--- config.mk ---
export PLATFORM = sky130hd
export DESIGN_NAME = rcs_ctrl
export DESIGN_NICKNAME = d
export VERILOG_FILES = /design/src/core/rcs_pkg.sv /design/src/core/rcs_ctrl.sv
export SDC_FILE = /design/constraint.sdc
export NUM_CORES = 1
export LEC_CHECK = 0
export BUFFER_PORTS_ARGS = -buffer_cell sky130_fd_sc_hd__buf_4
export CAP_MARGIN = 20
export CORE_AREA = 5 5 184 151
export CTS_CLUSTER_DIAMETER = 100
export DETAILED_ROUTE_END_ITERATION = 16
export DIE_AREA = 0 0 189 156
export HOLD_SLACK_MARGIN = 0.06
export PLACE_DENSITY_LB_ADDON = 0.12
export SYNTH_ARGS = -nofsm -noshare
export SYNTH_HDL_FRONTEND = slang
export SYNTH_SLANG_ARGS = --single-unit
--- constraint.sdc ---
create_clock -name core_clk -period 3.01 [get_ports core_clk]
set_clock_uncertainty 0.15 [all_clocks]
set_input_delay 0.602 -clock core_clk [delete_from_list [all_inputs] [get_ports core_clk]]
set_output_delay 0.602 -clock core_clk [all_outputs]
set_load 0.1 [all_outputs]
--- src/core/rcs_pkg.sv ---
package rcs_pkg;

  // Core clock
  localparam int CLK_HZ          = 100_000_000;

  // Serial link: 9600 baud, 8 data bits, no parity, 1 stop bit
  localparam int BAUD_RATE       = 9600;
  localparam int BAUD_CYCLES     = CLK_HZ / BAUD_RATE;
  localparam int UART_DATA_BITS  = 8;
  localparam int UART_LAST_BIT   = UART_DATA_BITS + 1;

  // Status report interval
  localparam int REPORT_S        = 2;
  localparam int REPORT_CYCLES   = REPORT_S * CLK_HZ;

  // Remote request debounce time
  localparam int DEBOUNCE_US     = 1000;
  localparam int DEBOUNCE_CYCLES = DEBOUNCE_US * (CLK_HZ / 1_000_000);

  // Register byte addresses
  localparam logic [7:0] REG_CTRL   = 8'h00;
  localparam logic [7:0] REG_CONC   = 8'h04;
  localparam logic [7:0] REG_SPAN   = 8'h08;
  localparam logic [7:0] REG_ALARM  = 8'h0C;
  localparam logic [7:0] REG_STATUS = 8'h10;

  // Control register fields and reset values
  localparam int CTRL_RNG_LSB = 0;
  localparam int CTRL_INTV    = 2;
  localparam logic [2:0]  CTRL_RESET  = 3'h0;
  localparam logic [15:0] CONC_RESET  = 16'h0000;
  localparam logic [11:0] SPAN_RESET  = 12'h100;
  localparam logic [3:0]  ALARM_RESET = 4'h0;

  // Range codes
  localparam logic [1:0] RNG_LOW  = 2'h0;
  localparam logic [1:0] RNG_MED  = 2'h1;
  localparam logic [1:0] RNG_HIGH = 2'h2;
  localparam logic [1:0] RNG_AIR  = 2'h3;

  // Characters
  localparam logic [7:0] CH_CR = 8'h0D;
  localparam logic [7:0] CH_LF = 8'h0A;

  // Report layout: items of ten characters, CR and LF at the end
  localparam logic [2:0] ITEM_LAST = 3'h6;
  localparam logic [3:0] CI_CR     = 4'h8;
  localparam logic [3:0] CI_LF     = 4'h9;

  typedef enum logic [2:0] {
    CAL_ANALYZE = 3'b001,
    CAL_ZERO    = 3'b010,
    CAL_SPAN    = 3'b100
  } rcs_cal_t;

  typedef struct packed {
    logic sample;
    logic zero;
    logic span;
    logic exhaust;
  } rcs_valves_t;

endpackage

--- src/core/rcs_ctrl.sv ---
// Implementation choices: the Wishbone register port and the address map.
`timescale 1ns/100ps
module rcs_ctrl
  import rcs_pkg::*;
#(
  parameter int BAUD_DIV     = BAUD_CYCLES,
  parameter int REPORT_DIV   = REPORT_CYCLES,
  parameter int DEBOUNCE_DIV = DEBOUNCE_CYCLES
) (
  // Clock and reset
  input  wire logic        core_clk,
  input  wire logic        reset,
  // Wishbone slave
  input  wire logic        wb_cyc_i,
  input  wire logic        wb_stb_i,
  input  wire logic        wb_we_i,
  input  wire logic [7:0]  wb_adr_i,
  input  wire logic [3:0]  wb_sel_i,
  input  wire logic [31:0] wb_dat_i,
  output logic      [31:0] wb_dat_o,
  output logic             wb_ack_o,
  // Remote calibration
  input  wire logic        remote_zero_req,
  input  wire logic        remote_span_req,
  input  wire logic        cal_done,
  output logic             cal_busy_contact,
  // Range relays and valves
  output logic      [3:0]  range_relay,
  output rcs_valves_t      ext_valves,
  output rcs_valves_t      int_valves,
  // Serial link
  input  wire logic        serial_rx,
  output logic             serial_tx
);

  function automatic logic [7:0] digit(input logic [3:0] n);
    return {4'h3, n};
  endfunction

  function automatic logic [7:0] item_char(input logic [2:0]  it,
                                           input logic [3:0]  ci,
                                           input logic [15:0] cc,
                                           input logic [11:0] sp,
                                           input logic [1:0]  rg);
    logic [63:0] nm;
    logic [7:0]  c;
    nm = 64'h0;
    c  = 8'h00;
    case (it)
      3'h0: nm = {digit(cc[15:12]), digit(cc[11:8]), ".",
                  digit(cc[7:4]), digit(cc[3:0]), "%", 16'h0000};
      3'h1: begin
        case (rg)
          RNG_LOW:  nm = {"LO", 48'h0};
          RNG_MED:  nm = {"MED", 40'h0};
          RNG_HIGH: nm = {"HI", 48'h0};
          default:  nm = {"AIR", 40'h0};
        endcase
      end
      3'h2: nm = {"0-", digit(sp[11:8]), digit(sp[7:4]),
                  digit(sp[3:0]), "%", 16'h0000};
      3'h3: nm = "AL-1 DIS";
      3'h4: nm = "AL-2 DIS";
      3'h5: nm = {"AL-1 ON", 8'h00};
      default: nm = {"AL-2 ON", 8'h00};
    endcase
    if (ci == CI_CR) begin
      c = CH_CR;
    end else if (ci == CI_LF) begin
      c = CH_LF;
    end else begin
      c = nm[{~ci[2:0], 3'b000} +: 8];
    end
    return c;
  endfunction

  // Registers
  logic [2:0]  ctrl_q;
  logic [15:0] conc_q;
  logic [11:0] span_q;
  logic [3:0]  alm_q;
  logic        ack_q;
  logic [31:0] dat_q;
  logic        wb_acc;
  logic        wb_wr;
  logic [7:0]  wb_word;

  assign wb_acc  = wb_cyc_i & wb_stb_i;
  assign wb_wr   = wb_acc & wb_we_i & ack_q;
  assign wb_word = {wb_adr_i[7:2], 2'b00};

  // Request synchronisers and debounce
  logic [1:0] req_s1_q;
  logic [1:0] req_s2_q;
  logic [1:0] req_db;

  // Calibration state
  rcs_cal_t   cal_q;
  rcs_cal_t   cal_d;
  logic       cal_busy_q;
  logic [3:0] relay_q;
  rcs_valves_t ext_q;
  rcs_valves_t int_q;

  // Serial receive and commands
  logic        rx_s1_q;
  logic        rx_s2_q;
  logic        rx_busy_q;
  logic [31:0] rx_cnt_q;
  logic [3:0]  rx_bit_q;
  logic [7:0]  rx_sh_q;
  logic        rx_valid_q;
  logic [1:0]  cmd_n_q;
  logic [7:0]  cmd_c0_q;
  logic [7:0]  cmd_c1_q;
  logic        cmd_zero_q;
  logic        cmd_span_q;
  logic        cmd_stat_q;
  logic        stat_en_q;

  // Report and transmit
  logic [31:0] tmr_q;
  logic        rep_act_q;
  logic [2:0]  item_q;
  logic [3:0]  ci_q;
  logic [7:0]  tx_ch;
  logic        item_on;
  logic        tx_go;
  logic        tx_busy_q;
  logic [9:0]  tx_sh_q;
  logic [31:0] tx_cnt_q;
  logic [3:0]  tx_bit_q;
  logic        tx_line_q;

  // Bus slave: ack one cycle after request, write at the acked edge
  always_ff @(posedge core_clk) begin
    if (reset) begin
      ack_q <= 1'b0;
      dat_q <= 32'h0000_0000;
    end else begin
      ack_q <= wb_acc & ~ack_q;
      if (wb_acc & ~ack_q) begin
        case (wb_word)
          REG_CTRL:   dat_q <= {29'h0, ctrl_q};
          REG_CONC:   dat_q <= {16'h0000, conc_q};
          REG_SPAN:   dat_q <= {20'h0_0000, span_q};
          REG_ALARM:  dat_q <= {28'h000_0000, alm_q};
          REG_STATUS: dat_q <= {27'h000_0000, tx_busy_q, stat_en_q,
                                cal_q == CAL_SPAN, cal_q == CAL_ZERO,
                                cal_busy_q};
          default:    dat_q <= 32'h0000_0000;
        endcase
      end
    end
  end

  always_ff @(posedge core_clk) begin
    if (reset) begin
      ctrl_q <= CTRL_RESET;
      conc_q <= CONC_RESET;
      span_q <= SPAN_RESET;
      alm_q  <= ALARM_RESET;
    end else if (wb_wr) begin
      if (wb_word == REG_CTRL && wb_sel_i[0]) ctrl_q <= wb_dat_i[2:0];
      if (wb_word == REG_CONC && wb_sel_i[0]) conc_q[7:0] <= wb_dat_i[7:0];
      if (wb_word == REG_CONC && wb_sel_i[1]) conc_q[15:8] <= wb_dat_i[15:8];
      if (wb_word == REG_SPAN && wb_sel_i[0]) span_q[7:0] <= wb_dat_i[7:0];
      if (wb_word == REG_SPAN && wb_sel_i[1]) span_q[11:8] <= wb_dat_i[11:8];
      if (wb_word == REG_ALARM && wb_sel_i[0]) alm_q <= wb_dat_i[3:0];
    end
  end

  always_ff @(posedge core_clk) begin
    if (reset) begin
      req_s1_q <= 2'h0;
      req_s2_q <= 2'h0;
    end else begin
      req_s1_q <= {remote_span_req, remote_zero_req};
      req_s2_q <= req_s1_q;
    end
  end

  for (genvar i = 0; i < 2; i++) begin : g_deb
    logic [31:0] cnt_q;
    logic        db_q;
    // Level must hold steady for the whole debounce time
    always_ff @(posedge core_clk) begin
      if (reset) begin
        cnt_q <= 32'h0000_0000;
        db_q  <= 1'b0;
      end else if (req_s2_q[i] == db_q) begin
        cnt_q <= 32'h0000_0000;
      end else if (cnt_q == 32'(DEBOUNCE_DIV - 1)) begin
        cnt_q <= 32'h0000_0000;
        db_q  <= req_s2_q[i];
      end else begin
        cnt_q <= cnt_q + 32'h0000_0001;
      end
    end
    assign req_db[i] = db_q;
  end

  // Requests are only looked at in analyze; a finished calibration
  // returns to analyze for one cycle, so a held request runs again.
  always_comb begin
    cal_d = cal_q;
    unique case (cal_q)
      CAL_ANALYZE: begin
        if (req_db[0] | cmd_zero_q) begin
          cal_d = CAL_ZERO;
        end else if (req_db[1] | cmd_span_q) begin
          cal_d = CAL_SPAN;
        end
      end
      CAL_ZERO, CAL_SPAN: begin
        if (cal_done) cal_d = CAL_ANALYZE;
      end
      default: cal_d = CAL_ANALYZE;
    endcase
  end

  always_ff @(posedge core_clk) begin
    if (reset) begin
      cal_q      <= CAL_ANALYZE;
      cal_busy_q <= 1'b0;
    end else begin
      cal_q      <= cal_d;
      cal_busy_q <= cal_d != CAL_ANALYZE;
    end
  end

  always_ff @(posedge core_clk) begin
    if (reset) begin
      relay_q <= 4'h0;
      ext_q   <= '0;
      int_q   <= '0;
    end else begin
      relay_q <= 4'(4'h1 << ctrl_q[CTRL_RNG_LSB +: 2]);
      ext_q.sample  <= cal_d == CAL_ANALYZE;
      ext_q.zero    <= cal_d == CAL_ZERO;
      ext_q.span    <= cal_d == CAL_SPAN;
      ext_q.exhaust <= 1'b1;
      int_q.sample  <= ctrl_q[CTRL_INTV] & (cal_d == CAL_ANALYZE);
      int_q.zero    <= ctrl_q[CTRL_INTV] & (cal_d == CAL_ZERO);
      int_q.span    <= ctrl_q[CTRL_INTV] & (cal_d == CAL_SPAN);
      int_q.exhaust <= ctrl_q[CTRL_INTV];
    end
  end

  // Receiver: samples mid-bit, drops false starts and bad stop bits
  always_ff @(posedge core_clk) begin
    if (reset) begin
      rx_s1_q    <= 1'b1;
      rx_s2_q    <= 1'b1;
      rx_busy_q  <= 1'b0;
      rx_cnt_q   <= 32'h0000_0000;
      rx_bit_q   <= 4'h0;
      rx_sh_q    <= 8'h00;
      rx_valid_q <= 1'b0;
    end else begin
      rx_s1_q    <= serial_rx;
      rx_s2_q    <= rx_s1_q;
      rx_valid_q <= 1'b0;
      if (!rx_busy_q) begin
        if (!rx_s2_q) begin
          rx_busy_q <= 1'b1;
          rx_cnt_q  <= 32'(BAUD_DIV / 2);
          rx_bit_q  <= 4'h0;
        end
      end else if (rx_cnt_q != 32'h0000_0000) begin
        rx_cnt_q <= rx_cnt_q - 32'h0000_0001;
      end else begin
        rx_cnt_q <= 32'(BAUD_DIV - 1);
        rx_bit_q <= rx_bit_q + 4'h1;
        if (rx_bit_q == 4'h0 && rx_s2_q) begin
          rx_busy_q <= 1'b0;
        end else if (rx_bit_q == 4'(UART_LAST_BIT)) begin
          rx_busy_q  <= 1'b0;
          rx_valid_q <= rx_s2_q;
        end else if (rx_bit_q != 4'h0) begin
          rx_sh_q <= {rx_s2_q, rx_sh_q[7:1]};
        end
      end
    end
  end

  always_ff @(posedge core_clk) begin
    if (reset) begin
      cmd_n_q    <= 2'h0;
      cmd_c0_q   <= 8'h00;
      cmd_c1_q   <= 8'h00;
      cmd_zero_q <= 1'b0;
      cmd_span_q <= 1'b0;
      cmd_stat_q <= 1'b0;
    end else begin
      cmd_zero_q <= 1'b0;
      cmd_span_q <= 1'b0;
      cmd_stat_q <= 1'b0;
      if (rx_valid_q) begin
        if (rx_sh_q == CH_CR) begin
          cmd_n_q <= 2'h0;
          if (cmd_n_q == 2'h2 && cmd_c0_q == "a") begin
            cmd_zero_q <= cmd_c1_q == "z";
            cmd_span_q <= cmd_c1_q == "s";
          end
          cmd_stat_q <= cmd_n_q == 2'h2 && {cmd_c0_q, cmd_c1_q} == "st";
        end else if (cmd_n_q == 2'h0) begin
          cmd_c0_q <= rx_sh_q;
          cmd_n_q  <= 2'h1;
        end else if (cmd_n_q == 2'h1) begin
          cmd_c1_q <= rx_sh_q;
          cmd_n_q  <= 2'h2;
        end else begin
          cmd_n_q  <= 2'h3;
        end
      end
    end
  end

  always_ff @(posedge core_clk) begin
    if (reset) begin
      stat_en_q <= 1'b1;
    end else if (cmd_stat_q) begin
      stat_en_q <= ~stat_en_q;
    end
  end

  // Report sequencer walks items; absent characters are skipped
  assign tx_ch   = item_char(item_q, ci_q, conc_q, span_q,
                             ctrl_q[CTRL_RNG_LSB +: 2]);
  assign item_on = (item_q < 3'h3) | alm_q[2'(item_q - 3'h3)];
  assign tx_go   = rep_act_q & ~tx_busy_q & item_on & (tx_ch != 8'h00);

  always_ff @(posedge core_clk) begin
    if (reset) begin
      tmr_q     <= 32'h0000_0000;
      rep_act_q <= 1'b0;
      item_q    <= 3'h0;
      ci_q      <= 4'h0;
    end else begin
      if (tmr_q == 32'(REPORT_DIV - 1)) begin
        tmr_q <= 32'h0000_0000;
        if (stat_en_q && !rep_act_q) begin
          rep_act_q <= 1'b1;
          item_q    <= 3'h0;
          ci_q      <= 4'h0;
        end
      end else begin
        tmr_q <= tmr_q + 32'h0000_0001;
      end
      if (rep_act_q && !stat_en_q) begin
        rep_act_q <= 1'b0;
      end else if (rep_act_q && !tx_busy_q) begin
        if (ci_q == CI_LF || !item_on) begin
          ci_q   <= 4'h0;
          item_q <= item_q + 3'h1;
          if (item_q == ITEM_LAST) rep_act_q <= 1'b0;
        end else begin
          ci_q <= ci_q + 4'h1;
        end
      end
    end
  end

  always_ff @(posedge core_clk) begin
    if (reset) begin
      tx_busy_q <= 1'b0;
      tx_sh_q   <= 10'h3FF;
      tx_cnt_q  <= 32'h0000_0000;
      tx_bit_q  <= 4'h0;
      tx_line_q <= 1'b1;
    end else begin
      tx_line_q <= tx_busy_q ? tx_sh_q[0] : 1'b1;
      if (tx_go) begin
        tx_busy_q <= 1'b1;
        tx_sh_q   <= {1'b1, tx_ch, 1'b0};
        tx_cnt_q  <= 32'(BAUD_DIV - 1);
        tx_bit_q  <= 4'h0;
      end else if (tx_busy_q) begin
        if (tx_cnt_q != 32'h0000_0000) begin
          tx_cnt_q <= tx_cnt_q - 32'h0000_0001;
        end else begin
          tx_cnt_q <= 32'(BAUD_DIV - 1);
          tx_sh_q  <= {1'b1, tx_sh_q[9:1]};
          tx_bit_q <= tx_bit_q + 4'h1;
          if (tx_bit_q == 4'(UART_LAST_BIT)) tx_busy_q <= 1'b0;
        end
      end
    end
  end

  assign wb_dat_o         = dat_q;
  assign wb_ack_o         = ack_q;
  assign cal_busy_contact = cal_busy_q;
  assign range_relay      = relay_q;
  assign ext_valves       = ext_q;
  assign int_valves       = int_q;
  assign serial_tx        = tx_line_q;
endmodule

==> metrics.txt, run 1 <==
status=finished, final reports clean; hold wc startpoint=remote_zero_req; post-route ant nets=0; total power=8.52 mW; fillers=roughly 2,300; final setup vio count=0; TritonCTS clock tree=built; layout cells sized above 1=0.156; CP max FO=7; Peak Freq=0.343 GHz; TritonCTS sink count=about 300; Yosys reg bits=between 200 and 300; Max Slew Vio Count=0; die height=roughly 160 um; Avg WL per Cell=~16 um; Arr. time, crit path=~3200 ps; vias=around 11,000; asr flop ratio synth=0; fin area=16,100 sq um; Clock Root Buffer=clkbuf_16; first-pass GRT wire length=approximately 53,000 um; yosys warns=0; Crit path required time=between 3000 and 4000 ps; Worst VDD drop=0.000451 V; die width=between 150 and 200 um; share of the synthesized area in the top cell type=0.432; Placed Area=around 15,000 sq um; Crit Path Class=flip-flop to flip-flop; largest net degree at the start of global routing=68; Worst-Skew Late Latency=approximately 560 ps; worst r2r path cells=10; clock tree buffer depth=3; Worst Tran Pin Value=about 660 ps; routability cong.=roughly 0.94; core area=about 26,000 sq um; sequential share of the synthesized area=0.432; initial antenna violation count=2; # DRC=0; hold depth=2; Final #Nets=1,760; Syn Inst Count=about 1,600; R2R Setup Slk=100 ps; synth top area cells=dfxtp_1 43%, nor2_1 7.8%, mux2i_1 5.3%; Netlist cell types=a little over 80; layout overhead on the synthesized area=17.9%; max-cap violations=0; Pleak=5.93 nW; Min Clock Period, post-route=2910 ps; Worst path max stage delay=between 300 and 400 ps; vias in the first global route=roughly 11,000; CTS HTree Levels=1; Final Cycle Share=0.968; Post-synth EDFFs=0; # port buffers=between 60 and 70; Initial Util=0.530; Synth Cell Area=13,700 sq um; Reg area=just under 6000 sq um; Vias/cell=between 5 and 6; CTS buffer count=30; Slowest-stage cell, CP=or3b_1; Clk pin slew, worst setup/hold paths=60 ps; synthesized area per cell=roughly 8.7 sq um; Hold Violations, Final=0; WHS Endpoint=req_s1_q[0]$_SDFF_PP0_; Ports=100; hpwl dp=22,500 um; worst hold slack=roughly 120 ps; most frequent CP cell=buf_4; grt ovf=0; Relative slew margins=0.556; footprint of the multi-input gates=about 7400 sq um; Hold Path Class=input port to flip-flop; Yosys top cell by area=dfxtp_1; unrepaired setup endpoints after global routing=true; drt pass-1 iters=5; Crit. End Element=flip-flop; # diodes=0; critical-path cell list=buf_4 > ha_4 > or3b_1 > a311o_1 > a22o_1 > and4_1 > and4b_2 > or2_4 > buf_4 > a31o_2; most common cell after layout, fill and taps aside=dfxtp_1; FP Rows=53; die area=about 29,000 sq um; reg2reg end=tx_sh_q[6]$_SDFFE_PP1P_; crit start category=flip-flop; Worst R2R Start=item_q[0]$_SDFF_PP0_; Primary FF master, synth=dfxtp_1; power density over cell area=between 500 and 600 nW/um^2; starting DRC count in detailed routing=roughly 740; commonest cells after routing, fill and taps aside=291 x dfxtp_1, 278 x nor2_1, 145 x buf_4, 95 x nand2_1, 73 x mux2i_1; drt total wl=roughly 32,000 um; setup_tns=0 ps; gr usage total=0.211
==> cells in the mapped netlist, drive strengths merged, types with 14 or more instances <==
cell and instances:
xor2 69, inv 29, mux2i 73, or3 21, xnor2 56, buf 40
nor3 71, clkbuf 52, nor2b 18, a21oi 59, nand2b 14, nor4 36
nand2 96, ha 19, a221oi 15, nor2 285, a311oi 22, and3 15
o21ai 35, nand4 30, nand3 56, dfxtp 295
==> worst max path at each step <==
stage	slack, ps	endpoint	start
6_report	100	tx_sh_q[6]$_SDFFE_PP1P_	item_q[0]$_SDFF_PP0_
3_3_place_gp	-20	tx_sh_q[2]$_SDFFE_PP1P_	item_q[0]$_SDFF_PP0_
2_1_floorplan	50	tx_bit_q[2]$_SDFFE_PP0P_	item_q[2]$_SDFF_PP0_
5_1_grt	-30	tx_cnt_q[8]$_SDFFE_PP0P_	item_q[1]$_SDFF_PP0_
3_5_place_dp	-50	tx_sh_q[6]$_SDFFE_PP1P_	item_q[1]$_SDFF_PP0_
4_1_cts	7	tx_sh_q[2]$_SDFFE_PP1P_	item_q[1]$_SDFF_PP0_
==> state kept, by name, summed over array words and instances, names as in the netlist, 3 cells and up <==
signal,count
range_relay,4
alm_q,4
g_deb.cnt_q,64
tx_sh_q,9
ctrl_q,3
ext_valves,4
cmd_c1_q,8
span_q,12
tx_cnt_q,32
rx_cnt_q,32
ci_q,4
item_q,3
rx_sh_q,8
conc_q,16
int_valves,4
wb_dat_o,16
tmr_q,32
tx_bit_q,4
rx_bit_q,4
cmd_c0_q,8
cal_q,3
==> metal layers <==
layer,wire length (um),vias up,track usage
li1,-,5785,-
met1,15500,5330,0.303
met2,13900,259,0.335
met3,1730,54,0.0318
met4,754,0,0.0565
met5,0,-,0
==> metrics by stage <==
stage | utilization | worst slack (ps) | cells
5_1_grt | 0.625 | -27.9 | 2041
2_1_floorplan | - | 48.7 | 1593
3_3_place_gp | 0.578 | -23.9 | 1981
3_5_place_dp | 0.578 | -51.9 | 1981
6_report | 0.625 | 95.9 | 2041
4_1_cts | 0.618 | 6.65 | 2037
==> where the power goes <==
| part | internal, mW | switching [mW] |
|---|---|---|
| Clock | 2.19 | 1.51 |
| Combinational | 0.255 | 0.550 |
| Sequential | 3.96 | 0.0521 |
| Total | 6.41 | 2.12 |
==> area by class of cell <==
cell class | instances | area share
sequential | 295 | 0.367
multi-input combinational | 1175 | 0.460
timing repair buffer | 155 | 0.0780
clock inverter | 12 | 0.00753
inverter | 31 | 0.00722
tap | 330 | 0.0256
clock buffer | 43 | 0.0546
==> what timing repair did <==
item,in CTS,in global routing
gates resized for setup,5,33
setup buffers,0,2
setup endpoints to repair,7,45
gates cloned,0,2
pin swaps,0,4
hold endpoints to repair,1,0
hold buffers,1,0
==> logic make-up after synthesis <==
family          share of synthesized area
simple gates                        0.260
flops                               0.432
compound gates                      0.113
xor+xnor                           0.0801
buf+inv                            0.0406
mux                                0.0568
fa+ha+maj                          0.0174
other cells                      0.000274
==> critical path, delay by kind of cell (launching register included) <==
family / cells / cell delay, ps
compound gates: 3 / 740
buf+inv: 2 / 300
simple gates: 4 / 1090
flops: 1 / 340
fa+ha+maj: 1 / 180
(Power assumes the default switching activity.)
==> run 2, diff against run 1 <==
--- a/config.mk
+++ b/config.mk
@@ -13,6 +13,7 @@
 export DIE_AREA = 0 0 189 156
 export HOLD_SLACK_MARGIN = 0.06
 export PLACE_DENSITY_LB_ADDON = 0.12
+export RECOVER_POWER = 100
 export SYNTH_ARGS = -nofsm -noshare
 export SYNTH_HDL_FRONTEND = slang
 export SYNTH_SLANG_ARGS = --single-unit
==> run 2 against run 1 <==
  * The flow now finishes with violations (capacitance limit, slew limit)
  * Total power shrank 0.31%
  * Routed wire length rose by 0.49%
  * Utilization down 0.82 points
  * Non-clock buffer count unchanged
  * Worst setup slack worse by 23 ps
  * Maximum frequency is 0.80% lower
  * Final cell count is the same
  * Die area stayed put
  * Sequential share of layout area grew 0.49 points
  * Flip-flop and latch count is the same
  * Clock power barely moved
  * Largest cell class unchanged
==> metrics.txt, run 2 (synthesized netlist as in run 1, its figures left out) <==
status=complete, but fails checks; failing checks=capacitance limit, slew limit; Vias/cell=around 5.6; routability cong.=approximately 0.94; Ports=100; most frequent CP cell=buf_4; gr usage total=0.211; first-pass GRT wire length=~53,000 um; # port buffers=63; worst r2r path cells=10; Largest register FFs=64; worst hold slack=125 ps; total power=8.49 mW; core area=between 20,000 and 30,000 sq um; max-cap violations=1; Initial Util=0.530; vias=11,400; slack of the critical path=72.5 ps; Hold Path Class=input port to flip-flop; commonest cells after routing, fill and taps aside=291 x dfxtp_1, 278 x nor2_1, 96 x nand2_1, 95 x buf_4, 73 x mux2i_1; FP Rows=53; layout cells sized above 1=0.126; WHS Endpoint=req_s1_q[0]$_SDFF_PP0_; initial antenna violation count=2; Crit. End Element=flip-flop; largest register by flop count=g_deb.cnt_q; power density over cell area=534 nW/um^2; drt pass-1 iters=5; R2R Setup Slk=a little over 70 ps; die width=~190 um; Crit path required time=between 3000 and 4000 ps; hold wc startpoint=remote_zero_req; unrepaired setup endpoints after global routing=true; Peak Freq=approximately 0.34 GHz; Final #Nets=between 1,500 and 2,000; Clock Root Buffer=clkbuf_16; post-route ant nets=0; Pleak=5.74 nW; Layout Utilization=0.617; grt ovf=0; drt total wl=roughly 32,000 um; TritonCTS sink count=approximately 300; fin area=~16,000 sq um; Arr. time, crit path=about 3200 ps; CTS buffer count=30; setup_tns=0 ps; Worst Tran Pin Value=2110 ps; Worst VDD drop=between 0.0004 and 0.0005 V; CP max FO=7; worst path bufs/invs=2; CTS HTree Levels=1; # diodes=0; clock tree buffer depth=3; Final Cycle Share=0.976; Min Clock Period, post-route=2940 ps; Placed Area=approximately 15,000 sq um; Avg WL per Cell=between 15 and 20 um; fillers=around 2,300; Worst R2R Start=item_q[0]$_SDFF_PP0_; Crit Path Class=flip-flop to flip-flop; Worst-Skew Late Latency=approximately 560 ps; hpwl dp=approximately 23,000 um; Clk pin slew, worst setup/hold paths=60 ps; most common cell after layout, fill and taps aside=dfxtp_1; Worst path max stage delay=350 ps; die area=29,500 sq um; reg2reg end=tx_sh_q[6]$_SDFFE_PP1P_; die height=~160 um; pre-CTS WS=-51.9 ps; Largest delay share family, worst path=simple AND/OR/NAND/NOR gates; post-route non-filler standard cell count=between 2,000 and 2,500; hold depth=2; starting DRC count in detailed routing=around 690; Relative slew margins=-0.405; critical-path cell list=buf_4 > ha_4 > or3b_1 > a311o_1 > a22o_1 > and4_1 > and4b_2 > or2_4 > buf_4 > a31o_2; Hold Violations, Final=0; largest net degree at the start of global routing=68; final setup vio count=0; DP Cell Count=roughly 2,000; crit start category=flip-flop; Max Slew Vio Count=a little under 50; layout overhead on the synthesized area=16.4%; # DRC=0; TritonCTS clock tree=built; Slowest-stage cell, CP=or3b_1; vias in the first global route=~11,000
## run 2: metal layers
| layer | up-vias | wire length [um] | track usage |
|---|---|---|---|
| met5 | - | 0 | 0 |
| met1 | 5307 | 15700 | 0.303 |
| met2 | 244 | 13900 | 0.335 |
| met4 | 0 | 737 | 0.0565 |
| met3 | 52 | 1730 | 0.0318 |
| li1 | 5790 | - | - |
## run 2: area by class of cell
type	instances	area, sq um	area share
multi-input combinational	1175	7400	0.465
sequential	295	5910	0.372
timing repair buffer	155	1060	0.0669
clock buffer	43	880	0.0553
tap	330	413	0.0260
clock inverter	12	121	0.00763
inverter	31	116	0.00732
## run 2: power by group
part	internal, mW	switching, mW
combinational	0.229	0.551
clock	2.19	1.51
sequential	3.96	0.0520
total	6.38	2.12
## run 2: how the worst max path moves through the flow
stage | from | to | slack (ps) | cells past startpoint
finish | item_q[0]$_SDFF_PP0_ | tx_sh_q[6]$_SDFFE_PP1P_ | 70 | 10
global route | item_q[1]$_SDFF_PP0_ | tx_cnt_q[8]$_SDFFE_PP0P_ | -30 | 12
CTS | item_q[1]$_SDFF_PP0_ | tx_sh_q[2]$_SDFFE_PP1P_ | 7 | 11
detailed placement | item_q[1]$_SDFF_PP0_ | tx_sh_q[6]$_SDFFE_PP1P_ | -50 | 11
global placement | item_q[0]$_SDFF_PP0_ | tx_sh_q[2]$_SDFFE_PP1P_ | -20 | 10
floorplan | item_q[2]$_SDFF_PP0_ | tx_bit_q[2]$_SDFFE_PP0P_ | 50 | 13
## run 2: what timing repair did
action / CTS / global route
gates cloned: 0 / 2
setup buffers: 0 / 2
hold buffers: 1 / 0
gates resized for setup: 5 / 33
setup endpoints to repair: 7 / 45
endpoints found under the hold margin: 1 / 0
pin swaps: 0 / 4
